==> src/hdl/bce_pkg.sv <==
package bce_pkg;

    // -----------------------------------------------------------------
    // Register offsets (byte addresses, one word each)
    // -----------------------------------------------------------------
    localparam logic [7:0] TAG_STS_OFF   = 8'h00;
    localparam logic [7:0] TAG_IDX_OFF   = 8'h04;
    localparam logic [7:0] TAG_RAW_OFF   = 8'h08;
    localparam logic [7:0] DAT_STS_OFF   = 8'h0C;
    localparam logic [7:0] DAT_IDX_OFF   = 8'h10;
    localparam logic [7:0] DAT_SYN_OFF   = 8'h14;
    localparam logic [7:0] CTL_OFF       = 8'h18;
    localparam logic [7:0] FLUSH_OFF     = 8'h1C;
    localparam logic [7:0] TAGW_IDX_OFF  = 8'h20;
    localparam logic [7:0] TAGW_DAT_OFF  = 8'h24;
    localparam logic [7:0] IRQ_STS_OFF   = 8'h28;
    localparam logic [7:0] IRQ_CLR_OFF   = 8'h2C;
    localparam logic [7:0] IRQ_EN_OFF    = 8'h30;

    // -----------------------------------------------------------------
    // Status field positions (shared by tag and data status words) and the control word mode bit
    // -----------------------------------------------------------------
    localparam int ST_LOCK   = 0;
    localparam int ST_CORR   = 1;
    localparam int ST_UNCORR = 2;
    localparam int ST_BADADR = 3;
    localparam int ST_LOST   = 4;
    localparam int ST_CMD_LO = 8;
    localparam int CTL_ETM   = 0;

    // Interrupt status bit positions.
    localparam int IRQ_TAG_UNC = 0;
    localparam int IRQ_TAG_COR = 1;
    localparam int IRQ_DAT_UNC = 2;
    localparam int IRQ_DAT_COR = 3;
    localparam int IRQ_N       = 4;

    localparam logic [31:0] RST_WORD = 32'h0000_0000;
    localparam logic [3:0]  RST_NIB  = 4'h0;

    // -----------------------------------------------------------------
    // Widths
    // -----------------------------------------------------------------
    localparam int AW  = 32;
    localparam int IW  = 16;
    localparam int TW  = 32;
    localparam int SW  = 8;

    typedef enum logic [3:0] {
        BCE_CMD_IREAD   = 4'h3,
        BCE_CMD_DREAD   = 4'h7,
        BCE_CMD_OREAD   = 4'h6,
        BCE_CMD_WUNLOCK = 4'h9,
        BCE_CMD_RINVAL  = 4'hA,
        BCE_CMD_OINVAL  = 4'hB,
        BCE_CMD_DEALLOC = 4'hC
    } bce_cmd_t;

    typedef struct packed {
        logic          valid;
        logic          corr;
        logic          uncorr;
        logic          bad_addr;
        logic [AW-1:0] paddr;
        logic [TW-1:0] raw_tag;
        logic [3:0]    cmd;
    } bce_tag_ev_t;

    typedef struct packed {
        logic          valid;
        logic          corr;
        logic          uncorr;
        logic          bad_addr;
        logic          hit_read;
        logic [IW-1:0] index;
        logic [SW-1:0] syndrome;
        logic [3:0]    cmd;
    } bce_dat_ev_t;

    typedef struct packed {
        logic          valid;
        logic          write;
        logic [7:0]    addr;
        logic [31:0]   wdata;
    } bce_bus_t;

endpackage : bce_pkg

==> src/hdl/bce_capture.sv <==
`timescale 1ns/10ps

// Notes on behaviour
// - Uncorrectable tag error while one is held sets lost flag, keeps report.
// - Every uncorrectable tag error, latched or lost, raises the soft interrupt.
// - Correctable tag error stays in normal mode and captures the failing address.
// - Captured tag address carries the cache index bits.
// - Tag error latches raw tag and check bits as read.
// - Correctable tag error under held uncorrectable report sets only its flag.
// - Data error captures cache index and computed syndrome.
// - Correctable data error never enters error transition mode.
// - Correctable data error under held uncorrectable report sets only its flag.
// - Read address disagreeing with write address flags an addressing error.
// - Data addressing mismatch plus single-bit error reports as uncorrectable.
// - Uncorrectable or addressing error on read hit enters error transition mode.
// - Addressing and uncorrectable flags never set together for one event.
// - Flush write pulses flush_req for one cycle with the written index, no transition mode.
// - Tag access path writes any tag value into any entry.
// - Write unlock with tag error in transition mode is still forwarded.
module bce_capture (
    input  wire logic               core_clk,
    input  wire logic               resetn,
    input  wire bce_pkg::bce_bus_t  bus,
    output logic [31:0]             rdata,
    input  wire bce_pkg::bce_tag_ev_t tag_ev,
    input  wire bce_pkg::bce_dat_ev_t dat_ev,
    input  wire logic               wunlock_req,
    output logic                    wunlock_fwd,
    output logic                    etm,
    output logic                    flush_req,
    output logic [bce_pkg::IW-1:0]  flush_index,
    output logic                    tag_wr,
    output logic [bce_pkg::IW-1:0]  tag_wr_index,
    output logic [bce_pkg::TW-1:0]  tag_wr_data,
    output logic                    irq
);
    import bce_pkg::*;

    // -----------------------------------------------------------------
    // State
    // -----------------------------------------------------------------
    typedef struct packed {
        logic [31:0]      rdata;
        logic             t_lock;
        logic             t_corr;
        logic             t_unc;
        logic             t_bad;
        logic             t_lost;
        logic [3:0]       t_cmd;
        logic [AW-1:0]    t_idx;
        logic [TW-1:0]    t_raw;
        logic             d_lock;
        logic             d_corr;
        logic             d_unc;
        logic             d_bad;
        logic             d_lost;
        logic [3:0]       d_cmd;
        logic [IW-1:0]    d_idx;
        logic [SW-1:0]    d_syn;
        logic             etm;
        logic             flush;
        logic [IW-1:0]    flush_idx;
        logic             tag_wr;
        logic [IW-1:0]    tw_idx;
        logic [TW-1:0]    tw_dat;
        logic [IRQ_N-1:0] irq_sts;
        logic [IRQ_N-1:0] irq_en;
    } bce_state_t;

    bce_state_t st_ff;
    bce_state_t nxt_st;

    logic wr;
    logic rd;
    logic [31:0] wd;
    logic t_unc_ev;
    logic d_unc_ev;
    logic d_bad_ev;
    logic [IRQ_N-1:0] irq_ev;

    assign wr = bus.valid & bus.write;
    assign rd = bus.valid & ~bus.write;
    assign wd = bus.wdata;

    // An addressing error with a single-bit data error counts as uncorrectable.
    assign d_unc_ev = dat_ev.valid & (dat_ev.uncorr | (dat_ev.bad_addr & dat_ev.corr));
    assign d_bad_ev = dat_ev.valid & dat_ev.bad_addr & ~dat_ev.corr & ~dat_ev.uncorr;
    assign t_unc_ev = tag_ev.valid & (tag_ev.uncorr | tag_ev.bad_addr);
    assign irq_ev   = {dat_ev.valid & dat_ev.corr & ~dat_ev.bad_addr & ~dat_ev.uncorr,
                       d_unc_ev | d_bad_ev,
                       tag_ev.valid & tag_ev.corr & ~t_unc_ev,
                       t_unc_ev};

    // -----------------------------------------------------------------
    // Next state
    // -----------------------------------------------------------------
    always_comb begin
        nxt_st = st_ff;
        nxt_st.flush  = 1'b0;
        nxt_st.tag_wr = 1'b0;
        nxt_st.rdata  = RST_WORD;

        // Software clears come first so that a same-cycle event wins.
        if (wr) begin
            case (bus.addr)
                TAG_STS_OFF: begin
                    if (wd[ST_LOCK])   nxt_st.t_lock = 1'b0;
                    if (wd[ST_CORR])   nxt_st.t_corr = 1'b0;
                    if (wd[ST_UNCORR]) nxt_st.t_unc  = 1'b0;
                    if (wd[ST_BADADR]) nxt_st.t_bad  = 1'b0;
                    if (wd[ST_LOST])   nxt_st.t_lost = 1'b0;
                end
                DAT_STS_OFF: begin
                    if (wd[ST_LOCK])   nxt_st.d_lock = 1'b0;
                    if (wd[ST_CORR])   nxt_st.d_corr = 1'b0;
                    if (wd[ST_UNCORR]) nxt_st.d_unc  = 1'b0;
                    if (wd[ST_BADADR]) nxt_st.d_bad  = 1'b0;
                    if (wd[ST_LOST])   nxt_st.d_lost = 1'b0;
                end
                CTL_OFF:      nxt_st.etm = wd[CTL_ETM];
                FLUSH_OFF: begin
                    nxt_st.flush     = 1'b1;
                    nxt_st.flush_idx = wd[IW-1:0];
                end
                TAGW_IDX_OFF: nxt_st.tw_idx = wd[IW-1:0];
                TAGW_DAT_OFF: begin
                    nxt_st.tw_dat = wd[TW-1:0];
                    nxt_st.tag_wr = 1'b1;
                end
                IRQ_CLR_OFF:  nxt_st.irq_sts = st_ff.irq_sts & ~wd[IRQ_N-1:0];
                IRQ_EN_OFF:   nxt_st.irq_en  = wd[IRQ_N-1:0];
                default: ;
            endcase
        end

        // Tag store errors.
        if (t_unc_ev) begin
            if (st_ff.t_lock) begin
                nxt_st.t_lost = 1'b1;
            end else begin
                nxt_st.t_lock = 1'b1;
                nxt_st.t_unc  = tag_ev.uncorr & ~tag_ev.bad_addr;
                nxt_st.t_bad  = tag_ev.bad_addr;
                nxt_st.t_idx  = tag_ev.paddr;
                nxt_st.t_raw  = tag_ev.raw_tag;
                nxt_st.t_cmd  = tag_ev.cmd;
            end
            nxt_st.etm = 1'b1;
        end else if (tag_ev.valid && tag_ev.corr) begin
            nxt_st.t_corr = 1'b1;
            if (!st_ff.t_lock) begin
                nxt_st.t_idx = tag_ev.paddr;
                nxt_st.t_raw = tag_ev.raw_tag;
                nxt_st.t_cmd = tag_ev.cmd;
            end
        end

        // Data RAM errors.
        if (d_unc_ev || d_bad_ev) begin
            if (st_ff.d_lock) begin
                nxt_st.d_lost = 1'b1;
            end else begin
                nxt_st.d_lock = 1'b1;
                nxt_st.d_unc  = d_unc_ev;
                nxt_st.d_bad  = d_bad_ev;
                nxt_st.d_idx  = dat_ev.index;
                nxt_st.d_syn  = dat_ev.syndrome;
                nxt_st.d_cmd  = dat_ev.cmd;
            end
            if (dat_ev.hit_read) nxt_st.etm = 1'b1;
        end else if (dat_ev.valid && dat_ev.corr) begin
            nxt_st.d_corr = 1'b1;
            if (!st_ff.d_lock) begin
                nxt_st.d_idx = dat_ev.index;
                nxt_st.d_syn = dat_ev.syndrome;
                nxt_st.d_cmd = dat_ev.cmd;
            end
        end

        nxt_st.irq_sts = nxt_st.irq_sts | irq_ev;

        if (rd) begin
            case (bus.addr)
                TAG_STS_OFF: nxt_st.rdata = {20'h0_0000, st_ff.t_cmd, 3'h0, st_ff.t_lost,
                                             st_ff.t_bad, st_ff.t_unc, st_ff.t_corr,
                                             st_ff.t_lock};
                TAG_IDX_OFF: nxt_st.rdata = st_ff.t_idx;
                TAG_RAW_OFF: nxt_st.rdata = st_ff.t_raw;
                DAT_STS_OFF: nxt_st.rdata = {20'h0_0000, st_ff.d_cmd, 3'h0, st_ff.d_lost,
                                             st_ff.d_bad, st_ff.d_unc, st_ff.d_corr,
                                             st_ff.d_lock};
                DAT_IDX_OFF: nxt_st.rdata = {16'h0000, st_ff.d_idx};
                DAT_SYN_OFF: nxt_st.rdata = {24'h00_0000, st_ff.d_syn};
                CTL_OFF:     nxt_st.rdata = {31'h0000_0000, st_ff.etm};
                IRQ_STS_OFF: nxt_st.rdata = {28'h000_0000, st_ff.irq_sts};
                IRQ_EN_OFF:  nxt_st.rdata = {28'h000_0000, st_ff.irq_en};
                default:     nxt_st.rdata = RST_WORD;
            endcase
        end
    end

    always_ff @(posedge core_clk or negedge resetn) begin
        if (!resetn) begin
            st_ff <= '0;
        end else begin
            st_ff <= nxt_st;
        end
    end

    // -----------------------------------------------------------------
    // Outputs
    // -----------------------------------------------------------------
    assign rdata        = st_ff.rdata;
    assign etm          = st_ff.etm;
    assign flush_req    = st_ff.flush;
    assign flush_index  = st_ff.flush_idx;
    assign tag_wr       = st_ff.tag_wr;
    assign tag_wr_index = st_ff.tw_idx;
    assign tag_wr_data  = st_ff.tw_dat;
    assign irq          = |(st_ff.irq_sts & st_ff.irq_en);
    // In transition mode a write unlock is looked up but always reaches memory.
    assign wunlock_fwd  = wunlock_req;
endmodule : bce_capture

==> config.mk <==
export PLATFORM = sky130hd
export DESIGN_NAME = bce_capture
export DESIGN_NICKNAME = d
export VERILOG_FILES = /design/src/hdl/bce_pkg.sv /design/src/hdl/bce_capture.sv
export SDC_FILE = /design/constraint.sdc
export NUM_CORES = 1
export LEC_CHECK = 0
export BUFFER_PORTS_ARGS = -buffer_cell sky130_fd_sc_hd__buf_2
export CAP_MARGIN = 30
export CORE_MARGIN = 2
export CORE_UTILIZATION = 53
export CTS_CLUSTER_SIZE = 28
export DETAILED_ROUTE_END_ITERATION = 8
export PLACE_DENSITY = 0.83
export SLEW_MARGIN = 20
export SYNTH_ARGS = -nofsm -noshare
export SYNTH_HDL_FRONTEND = slang
export SYNTH_SLANG_ARGS = --single-unit
==> constraint.sdc <==
create_clock -name core_clk -period 1.9 [get_ports core_clk]
set_clock_uncertainty 0.1 [all_clocks]
set_input_delay 0.19 -clock core_clk [delete_from_list [all_inputs] [get_ports core_clk]]
set_output_delay 0.19 -clock core_clk [all_outputs]
set_load 0.05 [all_outputs]
# Yosys cells after proc, flatten, opt, wreduce, memory -nomap -nowiden
# Index checks and enable logic that the tools add are counted.
dict set report word_totals {
  ff_bits 213
  input_bits 150
  output_inout_bits 101
  word_cells 122
}
dict set report classes {
  n_eq_ne 12
  n_mux 47
  bitwise 27
  n_reduce_logical 11
}
# operator count
set op_table {}
lappend op_table {{32-bit one-hot mux with 9 select lines} 1}
lappend op_table {{68-bit 2-to-1 mux} 3}
lappend op_table {{28-bit 2-to-1 mux} 3}
lappend op_table {{75-bit 2-to-1 mux} 1}
lappend op_table {{32-bit 2-to-1 mux} 2}
lappend op_table {{8-bit by 6-bit == test with 1-bit output, second input constant} 5}
lappend op_table {{8-bit by 5-bit == test with 1-bit output, second input constant} 4}
lappend op_table {{1-bit 2-to-1 mux} 25}
lappend op_table {{5-bit 2-to-1 mux} 4}
lappend op_table {{17-bit 2-to-1 mux} 1}
lappend op_table {{8-bit by 4-bit == test with 1-bit output, second input constant} 2}
lappend op_table {{16-bit 2-to-1 mux} 1}
lappend op_table {{1-bit AND} 14}
lappend op_table {{4-bit AND} 2}
lappend op_table {{8-bit by 3-bit == test with 1-bit output, second input constant} 1}
lappend op_table {{8-bit logical NOT} 1}
lappend op_table {{4-bit 2-to-1 mux} 2}
lappend op_table {{2-bit AND reduction} 4}
lappend op_table {{3-bit 2-to-1 mux} 2}
lappend op_table {{1-bit NOT} 6}
lappend op_table {{2-bit 2-to-1 mux} 2}
lappend op_table {{4-bit NOT} 1}
lappend op_table {{4-bit OR} 1}
lappend op_table {{2-bit nonzero test} 2}
lappend op_table {{other kinds (4)} 7}

# Logic depth before layout (Yosys ltp)
dict set report logic_depth {
  depth_word 7
  depth_mapped 6
  ltp_nobuf 4
}

# Worst setup path after synthesis
# No wires, ideal clock.
dict set report synth_timing {
  path_type {input -> register}
  startpoint {input bus[37] (netlist bit)}
  endpoint {register st_ff (netlist bit flush_index[10])}
  setup_time_ns 0.127
  arrival_ns 1.489
  required_time_ns 1.673
  slack_ns 0.183
  path_stages 6
  path_buffers 3
  cell_sequence {buf_6 -> nor4b_2 -> and3_1 -> buf_4 -> buf_6 -> mux2_1}
}
dict set report synth_between {
  elab_chain_len 2
}
# element line
set synth_lines {}
lappend synth_lines {{start: declaration} bce_capture.sv:23} ;# input wire bce_pkg::bce_bus_t bus,
lappend synth_lines {{8-bit by 5-bit == test with 1-bit output} bce_capture.sv:105} ;# case (bus.addr)
lappend synth_lines {{2-bit AND reduction (no source line)} -}
lappend synth_lines {{end signal: assignment} bce_capture.sv:206} ;# st_ff <= nxt_st;
lappend synth_lines {{end: declaration} bce_capture.sv:70} ;# bce_state_t st_ff;
# Every way passes these cells.
# A chain may end at the register's enable or synchronous reset.

# Worst setup path in the final report
dict set report layout_timing {
  startpoint {input tag_ev[68] (netlist bit)}
  endpoint {register st_ff[154] (netlist bit)}
}
dict set report layout_between {
  elab_chain_len 3
  word_cells_on_any_way 4
  classes_between {mux (1); bitwise (2); reduce/logical (1)}
}
# element line
set layout_lines {}
lappend layout_lines {{start: declaration} bce_capture.sv:25} ;# input wire bce_pkg::bce_tag_ev_t tag_ev,
lappend layout_lines {{1-bit OR *} bce_capture.sv:88} ;# assign t_unc_ev = tag_ev.valid & (tag_ev.uncorr | tag_ev.bad_addr);
lappend layout_lines {{1-bit AND *} bce_capture.sv:88}
lappend layout_lines {{68-bit 2-to-1 mux or 2-bit nonzero test (tied branches)} -}
# Mark *: on every way between the ends. The rest lies on a longest branch, timed or not.

==> impl_metrics.toml <==
[status]
status = "complete, but fails checks"
violations = "negative hold slack"

[timing]
hold_ws_ps = -2.76
maxSlewHeadroom = 0.629
min_period_ps = 1830
rsz0062_at_grt = "false"
post-route-period-util = 0.962
final-max-slew-violation-count = 0
max_slew.worst_pin.slew_ps = 557
setup_tns_ps = 0
finalHoldViolations = 1
max_freq_ghz = 0.547
setup_violations = 0

[logic_synthesis]
synth_ff_type = "dfrtp_1"
synth.area.top_cells = "dfrtp_1 55%, mux2_2 14%, buf_4 7.9%"
synth_warnings = 0
async_flop_share = 1.00
synth_most_common_cell = "dfrtp_1"
synth.top_cell.area_share = 0.553
mappedNetlistArea_sq_um = 9640
avgSynthCellArea_sq_um = 13.5
syn_inst = 712
synthesis.nets = 862
synth_edf_count = 0
synth.distinct_cells = 50
ys_seq_elements = 213
ys_top_cells_by_count = "213 x dfrtp_1, 123 x mux2_2, 102 x buf_4"
post-synth-top-area-cell = "dfrtp_1"
ys_seq_area_frac = 0.553

[worst_setup_path]
worst-r2r-setup-slack_ps = 190
path_max_fanout = 26
crit_required_ps = 2180
rr_endpoint = "st_ff[154]"
rr_startpoint = "st_ff[180]"
worstPathArrival_ps = 2110
worst_setup_path_start_kind = "input pin"
r2r_cells = 3
crit_type = "in2reg"
end_kind = "register"

[clocking]
clk_pin_slew_ps = 60
tritoncts = "built"
clk_latency_ps = 500
cts_buffers = 22
cts_root_buf = "clkbuf_16"
clock-sinks = 213
h-tree-depth = 1
clockBufferDepth = 3

[die]
die_w_um = 139
fp.dieH_um = 139
ios = 251
rows = 49
dieArea_sq_um = 19300
coreArea_sq_um = 17900
initial_utilization = 0.539

[grt]
antenna_found_initial = 6
grt_pass1_wl_mm = 42.3
grt_max_degree = 66
grt_util_all_layers = 0.277
first_global_vias = 7707
grt_overflow_total = 0

[hold_path]
hold_path_depth = 4
holdPathEnd = "st_ff[6]"
hold_path_startpoint = "dat_ev[32]"
hold_path.class = "in2reg"

[drt]
ant_nets = 0
avgViaCountPerCell = 5.44
drc = 0
drt_iter0_markers = 361
drtPass1Iterations = 4
vias = 6975
routed_wl_mm = 27.1
wire_per_inst_um = 21.1

[layout]
syn_to_final_growth_pct = 33.2
nNetsFinal = 1182
drive_above_1_share = 0.476

[placed_design]
gp_congestion = 0.863
dp.final_hpwl_mm = 16.4
io_buffers = 248

[pwr]
powerDensity_nw_per_um2 = 1030
power.leakage_uw = 0.00623
ir_drop_mv = 0.851

[run]
drv_cap = 0
## state kept, by name, summed over array words and instances (netlist names)
name	count
st_ff	114
rdata	32
tag_wr_data	32
flush_index	16
tag_wr_index	16
etm	1
flush_req	1
tag_wr	1
## critical path, stage by stage
cell and delay [ps]:
dlygate4sd3_1 520, buf_2 150, o21ai_1 130, a21oi_4 470
buf_12 260, mux2_2 370
## layout make-up
| cell class | instances | area [sq um] |
|---|---|---|
| antenna | 6 | 15.0 |
| clock buffer | 33 | 673 |
| clock inverter | 5 | 52.6 |
| fill | 1140 | 5060 |
| inverter | 5 | 18.8 |
| multi-input combinational | 365 | 3390 |
| sequential | 213 | 5330 |
| tap | 229 | 287 |
| timing repair buffer | 425 | 3070 |
## per-stage QoR
| stage | area, sq um | worst slack [ps] | total power, uW | utilization | instances |
|---|---|---|---|---|---|
| floorplan | 9640 | 183 | 7710 | - | 712 |
| finish | 12800 | 71.8 | 13200 | 0.717 | 1281 |
| detailed placement | 10700 | 11.7 | 8530 | 0.599 | 1100 |
| global placement | 10700 | 72.6 | 8340 | 0.599 | 1100 |
| CTS | 12800 | 71.9 | 13100 | 0.716 | 1275 |
| global route | 12800 | 43.7 | 13700 | 0.717 | 1280 |
## report_power, final
part           leakage, uW  switching, uW  total, uW  internal, uW
sequential         0.00269            754       6430          5680
combinational      0.00318           1020       2440          1420
clock             0.000357           1770       4340          2570
total              0.00623           3540      13200          9670
## metal layers
| layer | global-route usage | part of all wire | vias up |
|---|---|---|---|
| met4 | 0.111 | 0.037 | 0 |
| met5 | 0 | 0 | - |
| met2 | 0.489 | 0.52 | 326 |
| met3 | 0.0573 | 0.062 | 87 |
| li1 | - | - | 3073 |
| met1 | 0.333 | 0.39 | 3489 |
## cells by family (layout without fill, tap and decap cells)
group                     after synthesis  in the layout  share of synthesized area
AOI/OAI and AO/OA                      88             88                     0.0622
xor gates and xnor gates                1              1                   0.000909
buffers and inverters                 134            468                     0.0997
DFF                                   213            213                      0.553
muxes                                 180            180                      0.224
other                                   0              6                          0
and+or+nand+nor                        96             96                     0.0606
## what timing repair did
action,in CTS,in global routing
hold buffers,137,0
buffers inserted,0,0
gates resized for setup,0,1
endpoints found under the setup margin,0,1
hold endpoints to repair,232,0
## worst max-delay path by stage
stage,from,endpoint,slack (ps)
after global placement,bus[36],rdata[2],70
after global routing,tag_ev[68],st_ff[154],40
after CTS,dat_ev[30],st_ff[105],70
after floorplan,bus[37],flush_index[10],180
after detailed placement,bus[36],rdata[2],10
final,tag_ev[68],st_ff[154],70
## placed cells by master, fill, tap and decap left out, types with 4 or more instances in the layout
master / Yosys / routed
a21oi_1: 7 / 6
a221oi_1: 4 / 4
a22o_1: 8 / 8
a22oi_1: 26 / 26
and2_1: 4 / 4
buf_12: 0 / 12
buf_2: 18 / 247
buf_4: 102 / 28
clkbuf_1: 2 / 4
clkbuf_16: 0 / 23
clkbuf_8: 0 / 7
dfrtp_1: 213 / 213
diode_2: 0 / 6
dlygate4sd3_1: 0 / 137
inv_1: 5 / 5
mux2_1: 9 / 9
mux2_2: 123 / 123
mux2_4: 33 / 33
mux2i_1: 13 / 13
nand2_1: 27 / 27
nand3_1: 5 / 5
nor2_1: 32 / 32
nor3_1: 4 / 4
o21ai_0: 26 / 26
Power figures use the tool's default switching activity.
